## config.mk

```make
export PLATFORM = sky130hd
export DESIGN_NAME = peripheral_clock_gate_regs
export DESIGN_NICKNAME = d
export VERILOG_FILES = /design/src/logic/clk_gate_pkg.sv /design/src/logic/gate_word.sv /design/src/logic/peripheral_clock_gate_regs.sv
export SDC_FILE = /design/constraint.sdc
export NUM_CORES = 1
export LEC_CHECK = 0
export ABC_AREA = 1
export BUFFER_PORTS_ARGS = -buffer_cell sky130_fd_sc_hd__buf_4
export CORE_MARGIN = 1.5
export CORE_UTILIZATION = 44
export DETAILED_ROUTE_END_ITERATION = 7
export HOLD_SLACK_MARGIN = 0.05
export PLACE_DENSITY = 0.89
export SYNTH_ARGS = -nofsm -noshare
export SYNTH_HDL_FRONTEND = slang
export SYNTH_SLANG_ARGS = --single-unit
```

## constraint.sdc

```tcl
create_clock -name clk -period 1.3 [get_ports clk]
set_input_delay 0.195 -clock clk [delete_from_list [all_inputs] [get_ports clk]]
set_output_delay 0.195 -clock clk [all_outputs]
set_load 0.02 [all_outputs]
```

## src/logic/clk_gate_pkg.sv

```systemverilog
// package with register map, field layout and bus carriers for the peripheral clock gating registers
package clk_gate_pkg;

    // bus geometry
    localparam int          ADDR_W          = 12;
    localparam int          DATA_W          = 32;
    localparam int          STRB_W          = DATA_W / 8;

    // register byte offsets
    localparam logic [11:0] HSB_GATE_OFFSET = 12'h000;
    localparam logic [11:0] PB2_GATE_OFFSET = 12'h004;

    // reset value of both registers
    localparam logic [31:0] GATE_RESET      = 32'h0000_0000;

    // high-speed bus gate fields
    localparam int          PORT_F_BIT      = 22;
    localparam int          PORT_D_BIT      = 20;
    localparam int          PORT_C_BIT      = 19;
    localparam int          PORT_B_BIT      = 18;
    localparam int          PORT_A_BIT      = 17;
    localparam int          USB_FS_BIT      = 12;
    localparam int          CHECKSUM_BIT    = 6;
    localparam int          FLASH_KEEP_BIT  = 4;
    localparam int          RAM_KEEP_BIT    = 2;
    localparam int          DMA_BIT         = 0;

    // peripheral bus 2 gate fields
    localparam int          TIMER_G_BIT     = 18;
    localparam int          TIMER_F_BIT     = 17;
    localparam int          TIMER_E_BIT     = 16;
    localparam int          SERIAL_A_BIT    = 14;
    localparam int          SYNC_SER_A_BIT  = 12;
    localparam int          ADV_TIMER_BIT   = 11;
    localparam int          CONVERTER_BIT   = 9;
    localparam int          SYS_CFG_BIT     = 0;

    // implemented bits; every other position is reserved and reads zero
    localparam logic [31:0] HSB_GATE_MASK   = 32'h005e_1055;
    localparam logic [31:0] PB2_GATE_MASK   = 32'h0007_5a01;

    // apb request from the master
    typedef struct packed {
        logic                psel;
        logic                penable;
        logic                pwrite;
        logic [ADDR_W-1:0]   paddr;
        logic [DATA_W-1:0]   pwdata;
        logic [STRB_W-1:0]   pstrb;
    } apb_req_s;

    // apb answer to the master
    typedef struct packed {
        logic                pready;
        logic                pslverr;
        logic [DATA_W-1:0]   prdata;
    } apb_rsp_s;

    // clock run enables towards the peripherals
    typedef struct packed {
        logic                port_f_clk_on;
        logic                port_d_clk_on;
        logic                port_c_clk_on;
        logic                port_b_clk_on;
        logic                port_a_clk_on;
        logic                usb_fullspeed_clk_on;
        logic                checksum_unit_clk_on;
        logic                dma_ctrl_clk_on;
        logic                timer_g_clk_on;
        logic                timer_f_clk_on;
        logic                timer_e_clk_on;
        logic                serial_port_a_clk_on;
        logic                sync_serial_a_clk_on;
        logic                advanced_timer_clk_on;
        logic                converter_clk_on;
        logic                sys_config_clk_on;
        logic                flash_clk_run;
        logic                ram_clk_run;
    } gate_out_s;

endpackage : clk_gate_pkg

```

## src/logic/gate_word.sv

```systemverilog
// one clock gating register word with byte-lane writes and reserved bits held at zero
module gate_word #(
    parameter int          WIDTH = 32,
    parameter logic [31:0] WMASK = 32'hffff_ffff,
    parameter logic [31:0] RSTV  = 32'h0000_0000
) (
    // clock and reset
    input  wire logic             clk,
    input  wire logic             rst_n,
    // write port
    input  wire logic             we,
    input  wire logic [WIDTH/8-1:0] strb,
    input  wire logic [WIDTH-1:0] wdata,
    // stored value
    output logic      [WIDTH-1:0] q
);

    logic [WIDTH-1:0] lane_mask;
    logic [WIDTH-1:0] next_q;

    // elaboration check on the word width
    if (WIDTH != 32) begin : g_bad_width
        $error("gate_word supports a 32-bit word only");
    end

    // expand byte strobes to a bit mask
    genvar g;
    for (g = 0; g < WIDTH / 8; g++) begin : g_lane
        assign lane_mask[g*8 +: 8] = {8{strb[g]}};
    end

    // only addressed lanes and implemented bits change
    assign next_q = (q & ~(lane_mask & WMASK)) | (wdata & lane_mask & WMASK);

    // storage, cleared at reset
    always_ff @(posedge clk) begin
        if (!rst_n) begin
            q <= RSTV;
        end else if (we) begin
            q <= next_q;
        end
    end

endmodule : gate_word

```

## src/logic/peripheral_clock_gate_regs.sv

```systemverilog
// apb register block that holds the peripheral clock gating words and drives the clock enables
//
// Functional notes
// - both registers take 32, 16 and 8 bit writes, and a narrow write alters only its byte lanes.
// - a register access is held in wait states while a transfer on the second peripheral bus is unfinished.
// - the flash keep bit keeps the flash clock running in sleep and deep sleep, and resets to zero.
// - the ram keep bit keeps the sram clock running in sleep and deep sleep, and resets to zero.
// - reserved bits read zero and ignore writes, and software writes them back at zero.
//
// Chosen here: the placing of the registers and the APB slave port.
module peripheral_clock_gate_regs (
    // clock and reset
    input  wire logic                  clk,
    input  wire logic                  rst_n,
    // apb slave
    input  wire clk_gate_pkg::apb_req_s apb_req,
    output clk_gate_pkg::apb_rsp_s      apb_rsp,
    // system state
    input  wire logic                  bus2_xfer_busy,
    input  wire logic                  low_power_mode,
    // clock enables
    output clk_gate_pkg::gate_out_s     gate_out
);
    import clk_gate_pkg::*;

    // stored words
    logic [DATA_W-1:0] hsb_gate;
    logic [DATA_W-1:0] pb2_gate;

    // decode wires
    logic              hit_hsb;
    logic              hit_pb2;
    logic              hit_any;
    logic              access_phase;
    logic              xfer_done;
    logic              wr_done;
    logic              we_hsb;
    logic              we_pb2;
    logic              next_pready;
    logic              next_pslverr;
    logic [DATA_W-1:0] next_prdata;
    logic [DATA_W-1:0] rd_mux;
    gate_out_s         next_gate_out;

    // word address decode, low two address bits ignored
    assign hit_hsb      = (apb_req.paddr[ADDR_W-1:2] == HSB_GATE_OFFSET[ADDR_W-1:2]);
    assign hit_pb2      = (apb_req.paddr[ADDR_W-1:2] == PB2_GATE_OFFSET[ADDR_W-1:2]);
    assign hit_any      = hit_hsb | hit_pb2;

    // access phase tracking
    assign access_phase = apb_req.psel & apb_req.penable;
    assign xfer_done    = access_phase & apb_rsp.pready;
    assign wr_done      = xfer_done & apb_req.pwrite & ~apb_rsp.pslverr;

    // write strobes, taken at the completing edge only
    assign we_hsb       = wr_done & hit_hsb;
    assign we_pb2       = wr_done & hit_pb2;

    // ready waits while the second peripheral bus is busy
    assign next_pready  = access_phase & ~apb_rsp.pready & ~bus2_xfer_busy;
    assign next_pslverr = next_pready & ~hit_any;

    // read mux; unmapped offsets and reserved bits return zero
    assign rd_mux       = hit_hsb ? (hsb_gate & HSB_GATE_MASK) :
                          hit_pb2 ? (pb2_gate & PB2_GATE_MASK) : '0;
    assign next_prdata  = (next_pready & ~apb_req.pwrite) ? rd_mux : '0;

    // high-speed bus gate word
    gate_word #(
        .WIDTH (DATA_W),
        .WMASK (HSB_GATE_MASK),
        .RSTV  (GATE_RESET)
    ) u_hsb_gate (
        .clk   (clk),
        .rst_n (rst_n),
        .we    (we_hsb),
        .strb  (apb_req.pstrb),
        .wdata (apb_req.pwdata),
        .q     (hsb_gate)
    );

    // peripheral bus 2 gate word
    gate_word #(
        .WIDTH (DATA_W),
        .WMASK (PB2_GATE_MASK),
        .RSTV  (GATE_RESET)
    ) u_pb2_gate (
        .clk   (clk),
        .rst_n (rst_n),
        .we    (we_pb2),
        .strb  (apb_req.pstrb),
        .wdata (apb_req.pwdata),
        .q     (pb2_gate)
    );

    // peripheral enables follow their bits
    assign next_gate_out.port_f_clk_on         = hsb_gate[PORT_F_BIT];
    assign next_gate_out.port_d_clk_on         = hsb_gate[PORT_D_BIT];
    assign next_gate_out.port_c_clk_on         = hsb_gate[PORT_C_BIT];
    assign next_gate_out.port_b_clk_on         = hsb_gate[PORT_B_BIT];
    assign next_gate_out.port_a_clk_on         = hsb_gate[PORT_A_BIT];
    assign next_gate_out.usb_fullspeed_clk_on  = hsb_gate[USB_FS_BIT];
    assign next_gate_out.checksum_unit_clk_on  = hsb_gate[CHECKSUM_BIT];
    assign next_gate_out.dma_ctrl_clk_on       = hsb_gate[DMA_BIT];
    assign next_gate_out.timer_g_clk_on        = pb2_gate[TIMER_G_BIT];
    assign next_gate_out.timer_f_clk_on        = pb2_gate[TIMER_F_BIT];
    assign next_gate_out.timer_e_clk_on        = pb2_gate[TIMER_E_BIT];
    assign next_gate_out.serial_port_a_clk_on  = pb2_gate[SERIAL_A_BIT];
    assign next_gate_out.sync_serial_a_clk_on  = pb2_gate[SYNC_SER_A_BIT];
    assign next_gate_out.advanced_timer_clk_on = pb2_gate[ADV_TIMER_BIT];
    assign next_gate_out.converter_clk_on      = pb2_gate[CONVERTER_BIT];
    assign next_gate_out.sys_config_clk_on     = pb2_gate[SYS_CFG_BIT];

    // memory clocks stop in low power unless kept alive
    assign next_gate_out.flash_clk_run = ~low_power_mode | hsb_gate[FLASH_KEEP_BIT];
    assign next_gate_out.ram_clk_run   = ~low_power_mode | hsb_gate[RAM_KEEP_BIT];

    // bus answer registers
    always_ff @(posedge clk) begin
        if (!rst_n) begin
            apb_rsp <= '0;
        end else begin
            apb_rsp.pready  <= next_pready;
            apb_rsp.pslverr <= next_pslverr;
            apb_rsp.prdata  <= next_prdata;
        end
    end

    // enable output registers; memory clocks run through reset
    always_ff @(posedge clk) begin
        if (!rst_n) begin
            gate_out               <= '0;
            gate_out.flash_clk_run <= 1'b1;
            gate_out.ram_clk_run   <= 1'b1;
        end else begin
            gate_out <= next_gate_out;
        end
    end
endmodule : peripheral_clock_gate_regs

```

==> run_results.csv, run 1 <==
group,metric,value,unit
logic_synthesis,yosysSeqAreaShare,51.6,%
global_route,antenna_found_initial,0,
cells_and_area,fin_cells,381,
setup_path,arrival,1.38,ns
setup_path,cp.required,1.50,ns
place,numPortBuffers,67,
die,die_h,70.7,um
sta,final.setup.tns,0,ns
worst_hold_path,hold_path.class,"in2reg",
place,dp_cells,373,
drt,dr_total_vias,1601,
die,die_w,70.7,um
clocking,ctsHoldBuffers,0,
setup_path,crit_path_start_kind,"flip-flop",
drt,vias_per_cell,4.20,
drt,routed_wl,3.67,mm
global_route,grtUsageTotal,15.7,%
cells_and_area,synthToLayoutAreaGrowth,33.5,%
sta,timing.final.crit_share,90.6,%
drt,ant_nets,0,
cells_and_area,design_area,2690,um^2
setup_path,path_class,"reg2reg",
die,rows,24,
sta,holdWs,0.0880,ns
cells_and_area,multi_input_area,743,um^2
setup_path,crit_fanout,10,
global_route,busiest_layer,"met2",
global_route,grt_use_met3,3.85,%
drt,drcViolationCount,0,
logic_synthesis,synth_area,2020,um^2
global_route,grt_use_met2,29.8,%
place,gp_congestion,0.692,
power_and_ir_drop,p_leak,1.52,nW
clocking,cts_buffers,5,
sta,fmax,849,MHz
global_route,use_met1,16.3,%
sta,finalClockSkew,0.00529,ns
sta,hold_viol_final,0,
cells_and_area,post-route-util,61.4,%
die,initial_utilization,46.0,%
cells_and_area,seqCellArea,1040,um^2
cells_and_area,nFillCells,391,
logic_synthesis,avgSynthCellArea,8.07,um^2
global_route,grt_start_max_net_pins,36,
logic_synthesis,ys_types,22,
clocking,clk_pin_slew,0.09,ns
logic_synthesis,postSynthCellCount,250,
sta,period_minus_slack,1.18,ns
global_route,gr-total-overflow,0,
die,io_pins,107,
clocking,h-tree-depth,2,
clocking,clockRootBuffer,"clkbuf_8",
clocking,cts_tree,"done",
sta,grt_setup_unrepaired,"no",
logic_synthesis,ys_warn_count,0,
cells_and_area,fin_nets,383,
logic_synthesis,synth-seq-cells,52,
run_status,outcome,"completed",
global_route,grt_pass1_wl,6.27,mm
sta,setup_viol,0,
clocking,clockBufferDepth,2,
power_and_ir_drop,irDropWorstVdd,533,uV
run,maxCapViolCount,0,
clocking,clock-sinks,52,
place,dp_hpwl,2.88,mm
power_and_ir_drop,power.density,1070,nW/um^2
cells_and_area,drive_gt1_share,31.9,%
sta,drv_slew,0,
global_route,grt_pass1_vias,1547,
drt,drtIter0Drc,62,
drt,dr.pass1.iters,4,
setup_path,crit_path_end_kind,"flip-flop",
die,die-area,5000,um^2
place,dpl-instance-area,2560,um^2
die,core_area,4380,um^2
clocking,clk_latency,0.29,ns
drt,drt-wirelength-per-cell,9.64,um
cells_and_area,diodes,0,
## logic make-up after synthesis
| logic type | after synthesis | share of synthesized area (%) |
|---|---|---|
| AO/OA/AOI/OAI | 7 | 1.98 |
| other | 1 | 0.186 |
| flip-flops | 52 | 51.6 |
| buffers and inverters | 65 | 15.5 |
| AND/OR/NAND/NOR | 125 | 30.7 |
## worst paths after layout
path	start	end	slack [ns]	depth (start not counted)
worst max-delay path	apb_rsp[33]	flip-flop	0.12	5
worst min-delay path	low_power_mode	gate_out[1]	0.09	2
worst max register to register	apb_rsp[33]	flip-flop	0.12	5
worst min register to register	flip-flop	gate_out[11]	0.43	2
## power by group
part           leakage, nW  total [mW]  internal, mW  switching, mW
sequential           0.419        1.60          1.60        0.00203
combinational         1.05       0.207        0.0862          0.121
clock               0.0541        1.07         0.569          0.502
total                 1.52        2.88          2.25          0.624
## layer usage
metal,routed length (um),share of wire (%)
met1,1480,40
met2,1890,52
met3,249,6.8
met4,54,1.5
met5,0,0
## Yosys cell counts
| cell type | number | share of area (%) |
|---|---|---|
| a21oi_1 | 1 | 0.25 |
| buf_2 | 1 | 0.25 |
| buf_4 | 18 | 6.7 |
| clkbuf_1 | 3 | 0.56 |
| conb_1 | 1 | 0.19 |
| dfxtp_1 | 52 | 52 |
| inv_1 | 41 | 7.6 |
| inv_2 | 2 | 0.37 |
| nand2_1 | 57 | 11 |
| nand2_2 | 1 | 0.31 |
| nand2_4 | 1 | 0.56 |
| nand3_1 | 4 | 0.99 |
| nand3_2 | 1 | 0.50 |
| nand4_1 | 2 | 0.62 |
| nand4_2 | 1 | 0.62 |
| nand4_4 | 3 | 3.2 |
| nor2_1 | 45 | 8.4 |
| nor2_2 | 7 | 2.2 |
| nor2_8 | 2 | 2.0 |
| nor3_4 | 1 | 0.81 |
| o21ai_1 | 4 | 0.99 |
| o21bai_1 | 2 | 0.74 |
## repair_timing
item,4_1_cts,5_1_grt
pin swaps,0,3
buffers inserted,0,0
resized for setup,1,2
endpoints found under the setup margin,1,15
## worst max-delay path, cell delays in order (launching register included)
cell and delay [ns]:
dfxtp_1 0.38, nand2_2 0.11, nor2_8 0.19, nand4_4 0.20, nor2_1 0.15, nor2_1 0.06
## cell usage in the layout, fill, tap and decap left out
cell / instances
nand2_4: 1
o21bai_1: 2
inv_1: 41
clkbuf_8: 5
nand4_4: 4
nand2_2: 2
conb_1: 18
nor3_4: 1
a21oi_1: 1
clkinvlp_4: 1
bufinv_16: 1
nor2_2: 7
nor2_1: 45
clkinv_2: 1
nand4_1: 2
nand3_2: 2
inv_2: 2
nor2_8: 2
buf_4: 76
nand3_1: 3
nand2_1: 56
dfxtp_1: 52
o21ai_1: 4
## final cells by class
type                    count  share of cell area, %
clock inverters             3                   1.58
inverters                  43                   5.99
multi-input cells         150                   27.6
repair buffers             76                   21.2
flip-flops and latches     52                   38.7
well taps                  52                   2.42
clock buffers               5                   2.56
## per-stage QoR
| step | worst slack, ns | total power [mW] |
|---|---|---|
| 6_report | 0.122 | 2.88 |
| 5_1_grt | 0.00753 | 2.98 |
| 4_1_cts | 0.0236 | 2.90 |
| 3_5_place_dp | -0.0176 | 1.84 |
| 3_3_place_gp | -0.00408 | 1.84 |
| 2_1_floorplan | 0.0428 | 1.77 |
Power figures use the tool's default switching activity.
==> run 2, diff against run 1 <==
--- a/config.mk
+++ b/config.mk
@@ -11,6 +11,7 @@
 export CORE_UTILIZATION = 44
 export DETAILED_ROUTE_END_ITERATION = 7
 export HOLD_SLACK_MARGIN = 0.05
+export MAX_ROUTING_LAYER = met4
 export PLACE_DENSITY = 0.89
 export SYNTH_ARGS = -nofsm -noshare
 export SYNTH_HDL_FRONTEND = slang
==> run 2 against run 1 <==
- clock-buffer cell count did not move
- routed wire length barely moved
- cell area did not move
- global-route usage rose by 0.48 points
- hold slack barely moved
- largest cell class unchanged
- highest routed layer unchanged
==> run_results.csv, run 2 (same netlist as run 1, synthesis figures left out) <==
group,metric,value,unit
global_route,grt_pass1_vias,1548,
drt,drcViolationCount,0,
sta,finalClockSkew,0.00529,ns
worst_hold_path,min-delay-start,"low_power_mode",
global_route,grt_start_max_net_pins,36,
cells_and_area,drive_gt1_share,31.9,%
power_and_ir_drop,p_leak,1.52,nW
drt,dr_total_vias,1601,
global_route,grt_pass1_wl,6.26,mm
power_and_ir_drop,irDropWorstVdd,533,uV
global_route,grtUsageTotal,16.2,%
die,initial_utilization,46.0,%
power_and_ir_drop,power,2.88,mW
run_status,outcome,"completed",
drt,drt-wirelength-per-cell,9.65,um
place,gp_congestion,0.699,
drt,vias_per_cell,4.20,
global_route,antenna_found_initial,0,
sta,hold_viol_final,0,
worst_hold_path,hold_path.class,"in2reg",
cells_and_area,synthToLayoutAreaGrowth,33.5,%
cells_and_area,multi_input_area,743,um^2
clocking,clock-sinks,52,
cells_and_area,seqCellArea,1040,um^2
die,die-area,5000,um^2
clocking,h-tree-depth,2,
run,maxCapViolCount,0,
die,core_area,4380,um^2
power_and_ir_drop,power.density,1070,nW/um^2
drt,drtIter0Drc,63,
setup_path,crit_path_start_kind,"flip-flop",
drt,dr.pass1.iters,4,
clocking,clockRootBuffer,"clkbuf_8",
setup_path,cp.required,1.50,ns
die,die_w,70.7,um
drt,routed_wl,3.68,mm
place,dp_hpwl,2.88,mm
clocking,clk_pin_slew,0.09,ns
setup_path,arrival,1.38,ns
setup_path,path_class,"reg2reg",
setup_path,crit_fanout,10,
sta,drv_slew,0,
sta,fmax,849,MHz
cells_and_area,diodes,0,
clocking,clockBufferDepth,2,
cells_and_area,post-route-util,61.4,%
die,io_pins,107,
sta,grt_setup_unrepaired,"no",
cells_and_area,final_common_cell,"buf_4",
die,rows,24,
die,die_h,70.7,um
sta,period_minus_slack,1.18,ns
clocking,cts_tree,"done",
sta,timing.final.crit_share,90.6,%
sta,setup_viol,0,
setup_path,startpoint,"apb_rsp[33]",
cells_and_area,mostFrequentLayoutCells,"buf_4 (76), nand2_1 (56), dfxtp_1 (52)",
place,numPortBuffers,67,
cells_and_area,nFillCells,391,
global_route,gr-total-overflow,0,
setup_path,crit_path_end_kind,"flip-flop",
sta,final.setup.tns,0,ns
clocking,clk_latency,0.29,ns
setup_path,r2r-start,"apb_rsp[33]",
clocking,cts_buffers,5,
drt,ant_nets,0,
cells_and_area,fin_nets,383,
run 2: cell counts in the layout (fill, tap and decap cells not counted):
No cell type changed its count.
run 2: stage by stage:
step / worst slack, ns / hold slack [ns] / instances / cell area (um^2)
2_1_floorplan: 0.0428 / 0.279 / 267 / 2080
3_3_place_gp: -0.00408 / 0.396 / 373 / 2560
3_5_place_dp: -0.0176 / 0.404 / 373 / 2560
4_1_cts: 0.0236 / 0.0809 / 381 / 2690
5_1_grt: 0.00753 / 0.0839 / 381 / 2690
6_report: 0.122 / 0.0881 / 381 / 2690
run 2: worst paths after layout:
check / endpoint / slack, ns / cells past startpoint
worst min-delay path: gate_out[1] / 0.09 / 2
worst max-delay path: flip-flop / 0.12 / 5
worst min register to register: gate_out[11] / 0.43 / 2
worst max register to register: flip-flop / 0.12 / 5
run 2: report_power, final:
| group | leakage (nW) | internal (mW) | switching [mW] |
|---|---|---|---|
| sequential | 0.419 | 1.60 | 0.00203 |
| combinational | 1.05 | 0.0862 | 0.121 |
| clock | 0.0541 | 0.569 | 0.502 |
run 2: worst max-delay path: stages, from the launching register on:
cell	delay [ns]
dfxtp_1	0.38
nand2_2	0.11
nor2_8	0.19
nand4_4	0.20
nor2_1	0.15
nor2_1	0.06
run 2: final cells by class:
class | count | share of cell area (%)
clock buffer | 5 | 2.56
sequential | 52 | 38.7
tap | 52 | 2.42
clock inverter | 3 | 1.58
timing repair buffer | 76 | 21.2
inverter | 43 | 5.99
multi-input combinational | 150 | 27.6
run 2: metal layers:
layer	part of all wire, %	wire [um]	vias to the layer above	global-route usage [%]
met1	40	1490	693	16.5
met3	6.5	239	4	3.56
li1	-	-	848	-
met5	0	0	-	-
met2	52	1900	56	29.8
met4	1.4	51	0	6.71
run 2: repair_timing:
action	4_1_cts	5_1_grt
gates cloned	0	0
pin swaps	0	3
endpoints found under the setup margin	1	15
hold buffers	0	0
gates resized for setup	1	2
setup buffers	0	0
==> run 3, diff against run 2 <==
--- a/config.mk
+++ b/config.mk
@@ -7,6 +7,7 @@
 export LEC_CHECK = 0
 export ABC_AREA = 1
 export BUFFER_PORTS_ARGS = -buffer_cell sky130_fd_sc_hd__buf_4
+export CORE_ASPECT_RATIO = 2
 export CORE_MARGIN = 1.5
 export CORE_UTILIZATION = 44
 export DETAILED_ROUTE_END_ITERATION = 7
==> run 3 against run 2 <==
- maximum frequency is 1.5% lower
- first-iteration DRC count is 65% lower
- non-clock buffer count down 1
- clock skew increased by 0.0021 ns
- via count increased by 4.0%
- total power shrank 4.5%
- routed wire length grew 7.3%
- cell area up 0.42%
- critical path type unchanged
- largest cell class unchanged
==> run_results.csv, run 3 (same netlist as run 1, synthesis figures left out) <==
group,metric,value,unit
run_status,outcome,"completed",
setup_path,r2r-start,"apb_rsp[33]",
die,core_area,4380,um^2
drt,dr_total_vias,1665,
setup_path,startpoint,"apb_rsp[33]",
clocking,clockBufferDepth,2,
sta,final.setup.tns,0,ns
place,post-place-ws,-0.0125,ns
setup_path,cp_cell_sequence,"nor2_1 > nand3_2 > nor2_1 > nand3_1 > buf_4 > o21ai_1",
setup_path,crit_fanout,8,
setup_path,arrival,1.43,ns
drt,routed_wl,3.95,mm
cells_and_area,synthToLayoutAreaGrowth,34.1,%
cells_and_area,design_area,2700,um^2
worst_hold_path,hold_path.class,"in2reg",
run,maxCapViolCount,0,
setup_path,critPathSlowestCell,"dfxtp_2",
setup_path,r2r_end,"apb_rsp[18]",
worst_hold_path,hold_depth,2,
clocking,cts_tree,"done",
global_route,gr-total-overflow,0,
global_route,antenna_found_initial,0,
sta,setup_slack,0.104,ns
setup_path,reg2reg_setup_slack,0.10,ns
setup_path,r2r_cells,6,
cells_and_area,diodes,0,
setup_path,crit_path_end_kind,"flip-flop",
place,dp_hpwl,3.04,mm
clocking,clockRootBuffer,"clkbuf_8",
place,numPortBuffers,67,
sta,fmax,836,MHz
setup_path,path_class,"reg2reg",
setup_path,cp_top_family,"simple AND/OR/NAND/NOR gates",
drt,ant_nets,0,
clocking,h-tree-depth,2,
power_and_ir_drop,irDropWorstVdd,744,uV
die,die_w,50.9,um
clocking,clk_pin_slew,0.10,ns
die,die-area,5020,um^2
clocking,clk_latency,0.30,ns
drt,drtIter0Drc,22,
setup_path,crit_path_start_kind,"flip-flop",
global_route,grt_pass1_vias,1530,
cells_and_area,mostFrequentLayoutCells,"buf_4 (74), nand2_1 (55), dfxtp_1 (51)",
global_route,grtUsageTotal,16.4,%
sta,timing.final.crit_share,92.0,%
power_and_ir_drop,p_leak,1.52,nW
drt,drcViolationCount,0,
power_and_ir_drop,power.density,1020,nW/um^2
clocking,ctsHoldBuffers,0,
setup_path,critPathMaxStageDelay,0.35,ns
cells_and_area,final_common_cell,"buf_4",
drt,vias_per_cell,4.35,
die,io_pins,107,
setup_path,path_buf_inv,1,
setup_path,cp_common_cell,"nor2_1",
cells_and_area,fin_nets,383,
die,die_h,98.8,um
cells_and_area,nFillCells,365,
sta,period_minus_slack,1.20,ns
place,gp_congestion,0.764,
cells_and_area,drive_gt1_share,32.8,%
sta,setup_viol,0,
sta,hold_viol_final,0,
clocking,cts_buffers,5,
global_route,grt_pass1_wl,6.15,mm
clocking,cts_resized,0,
global_route,grt_start_max_net_pins,36,
place,dpl-instance-area,2570,um^2
setup_path,cp.required,1.54,ns
worst_hold_path,min-delay-start,"low_power_mode",
clocking,cts_setup_buffers,0,
die,initial_utilization,46.0,%
sta,drv_slew,0,
sta,finalClockSkew,0.00737,ns
cells_and_area,post-route-util,61.7,%
clocking,clock-sinks,52,
worst_hold_path,min_to,"gate_out[1]",
drt,drt-wirelength-per-cell,10.3,um
die,rows,34,
drt,dr.pass1.iters,4,
## run 3: worst max path at each step
stage,slack (ns),depth (start not counted),endpoint
after global placement,0.02,8,flip-flop
final,0.10,6,apb_rsp[18]
after detailed placement,-0.01,8,flip-flop
after floorplan,0.04,5,flip-flop
after CTS,0.03,6,apb_rsp[18]
after global routing,-0.02,6,apb_rsp[18]
## run 3: layer usage
layer	wire, um	GRT usage (%)
met1	1330	14.1
met2	2320	32.0
met3	198	2.27
met4	99	8.32
met5	0	-
## run 3: power breakdown
group	total, mW	switching, mW	internal [mW]
Clock	0.937	0.541	0.395
Combinational	0.211	0.124	0.0866
Sequential	1.60	0.00237	1.60
Total	2.75	0.668	2.08
## run 3: stage by stage
| stage | hold slack [ns] | cells | power (mW) |
|---|---|---|---|
| 2_1_floorplan | 0.279 | 267 | 1.77 |
| 3_3_place_gp | 0.398 | 374 | 1.84 |
| 3_5_place_dp | 0.407 | 374 | 1.84 |
| 4_1_cts | 0.0844 | 382 | 2.76 |
| 5_1_grt | 0.0859 | 383 | 2.83 |
| 6_report | 0.0924 | 383 | 2.75 |
## run 3: cell type report
class / instances / area, um^2 / area share, %
multi-input combinational: 151 / 761 / 28.1
clock buffer: 5 / 68.8 / 2.55
sequential: 52 / 1040 / 38.5
timing repair buffer: 75 / 576 / 21.3
tap: 54 / 67.6 / 2.50
inverter: 43 / 161 / 5.97
clock inverter: 3 / 27.5 / 1.02
## run 3: worst reg2reg max path, stage by stage, from the launching register on
cell and delay (ns):
dfxtp_2 0.35, nor2_1 0.15, nand3_2 0.14, nor2_1 0.11
nand3_1 0.07, buf_4 0.17, o21ai_1 0.14
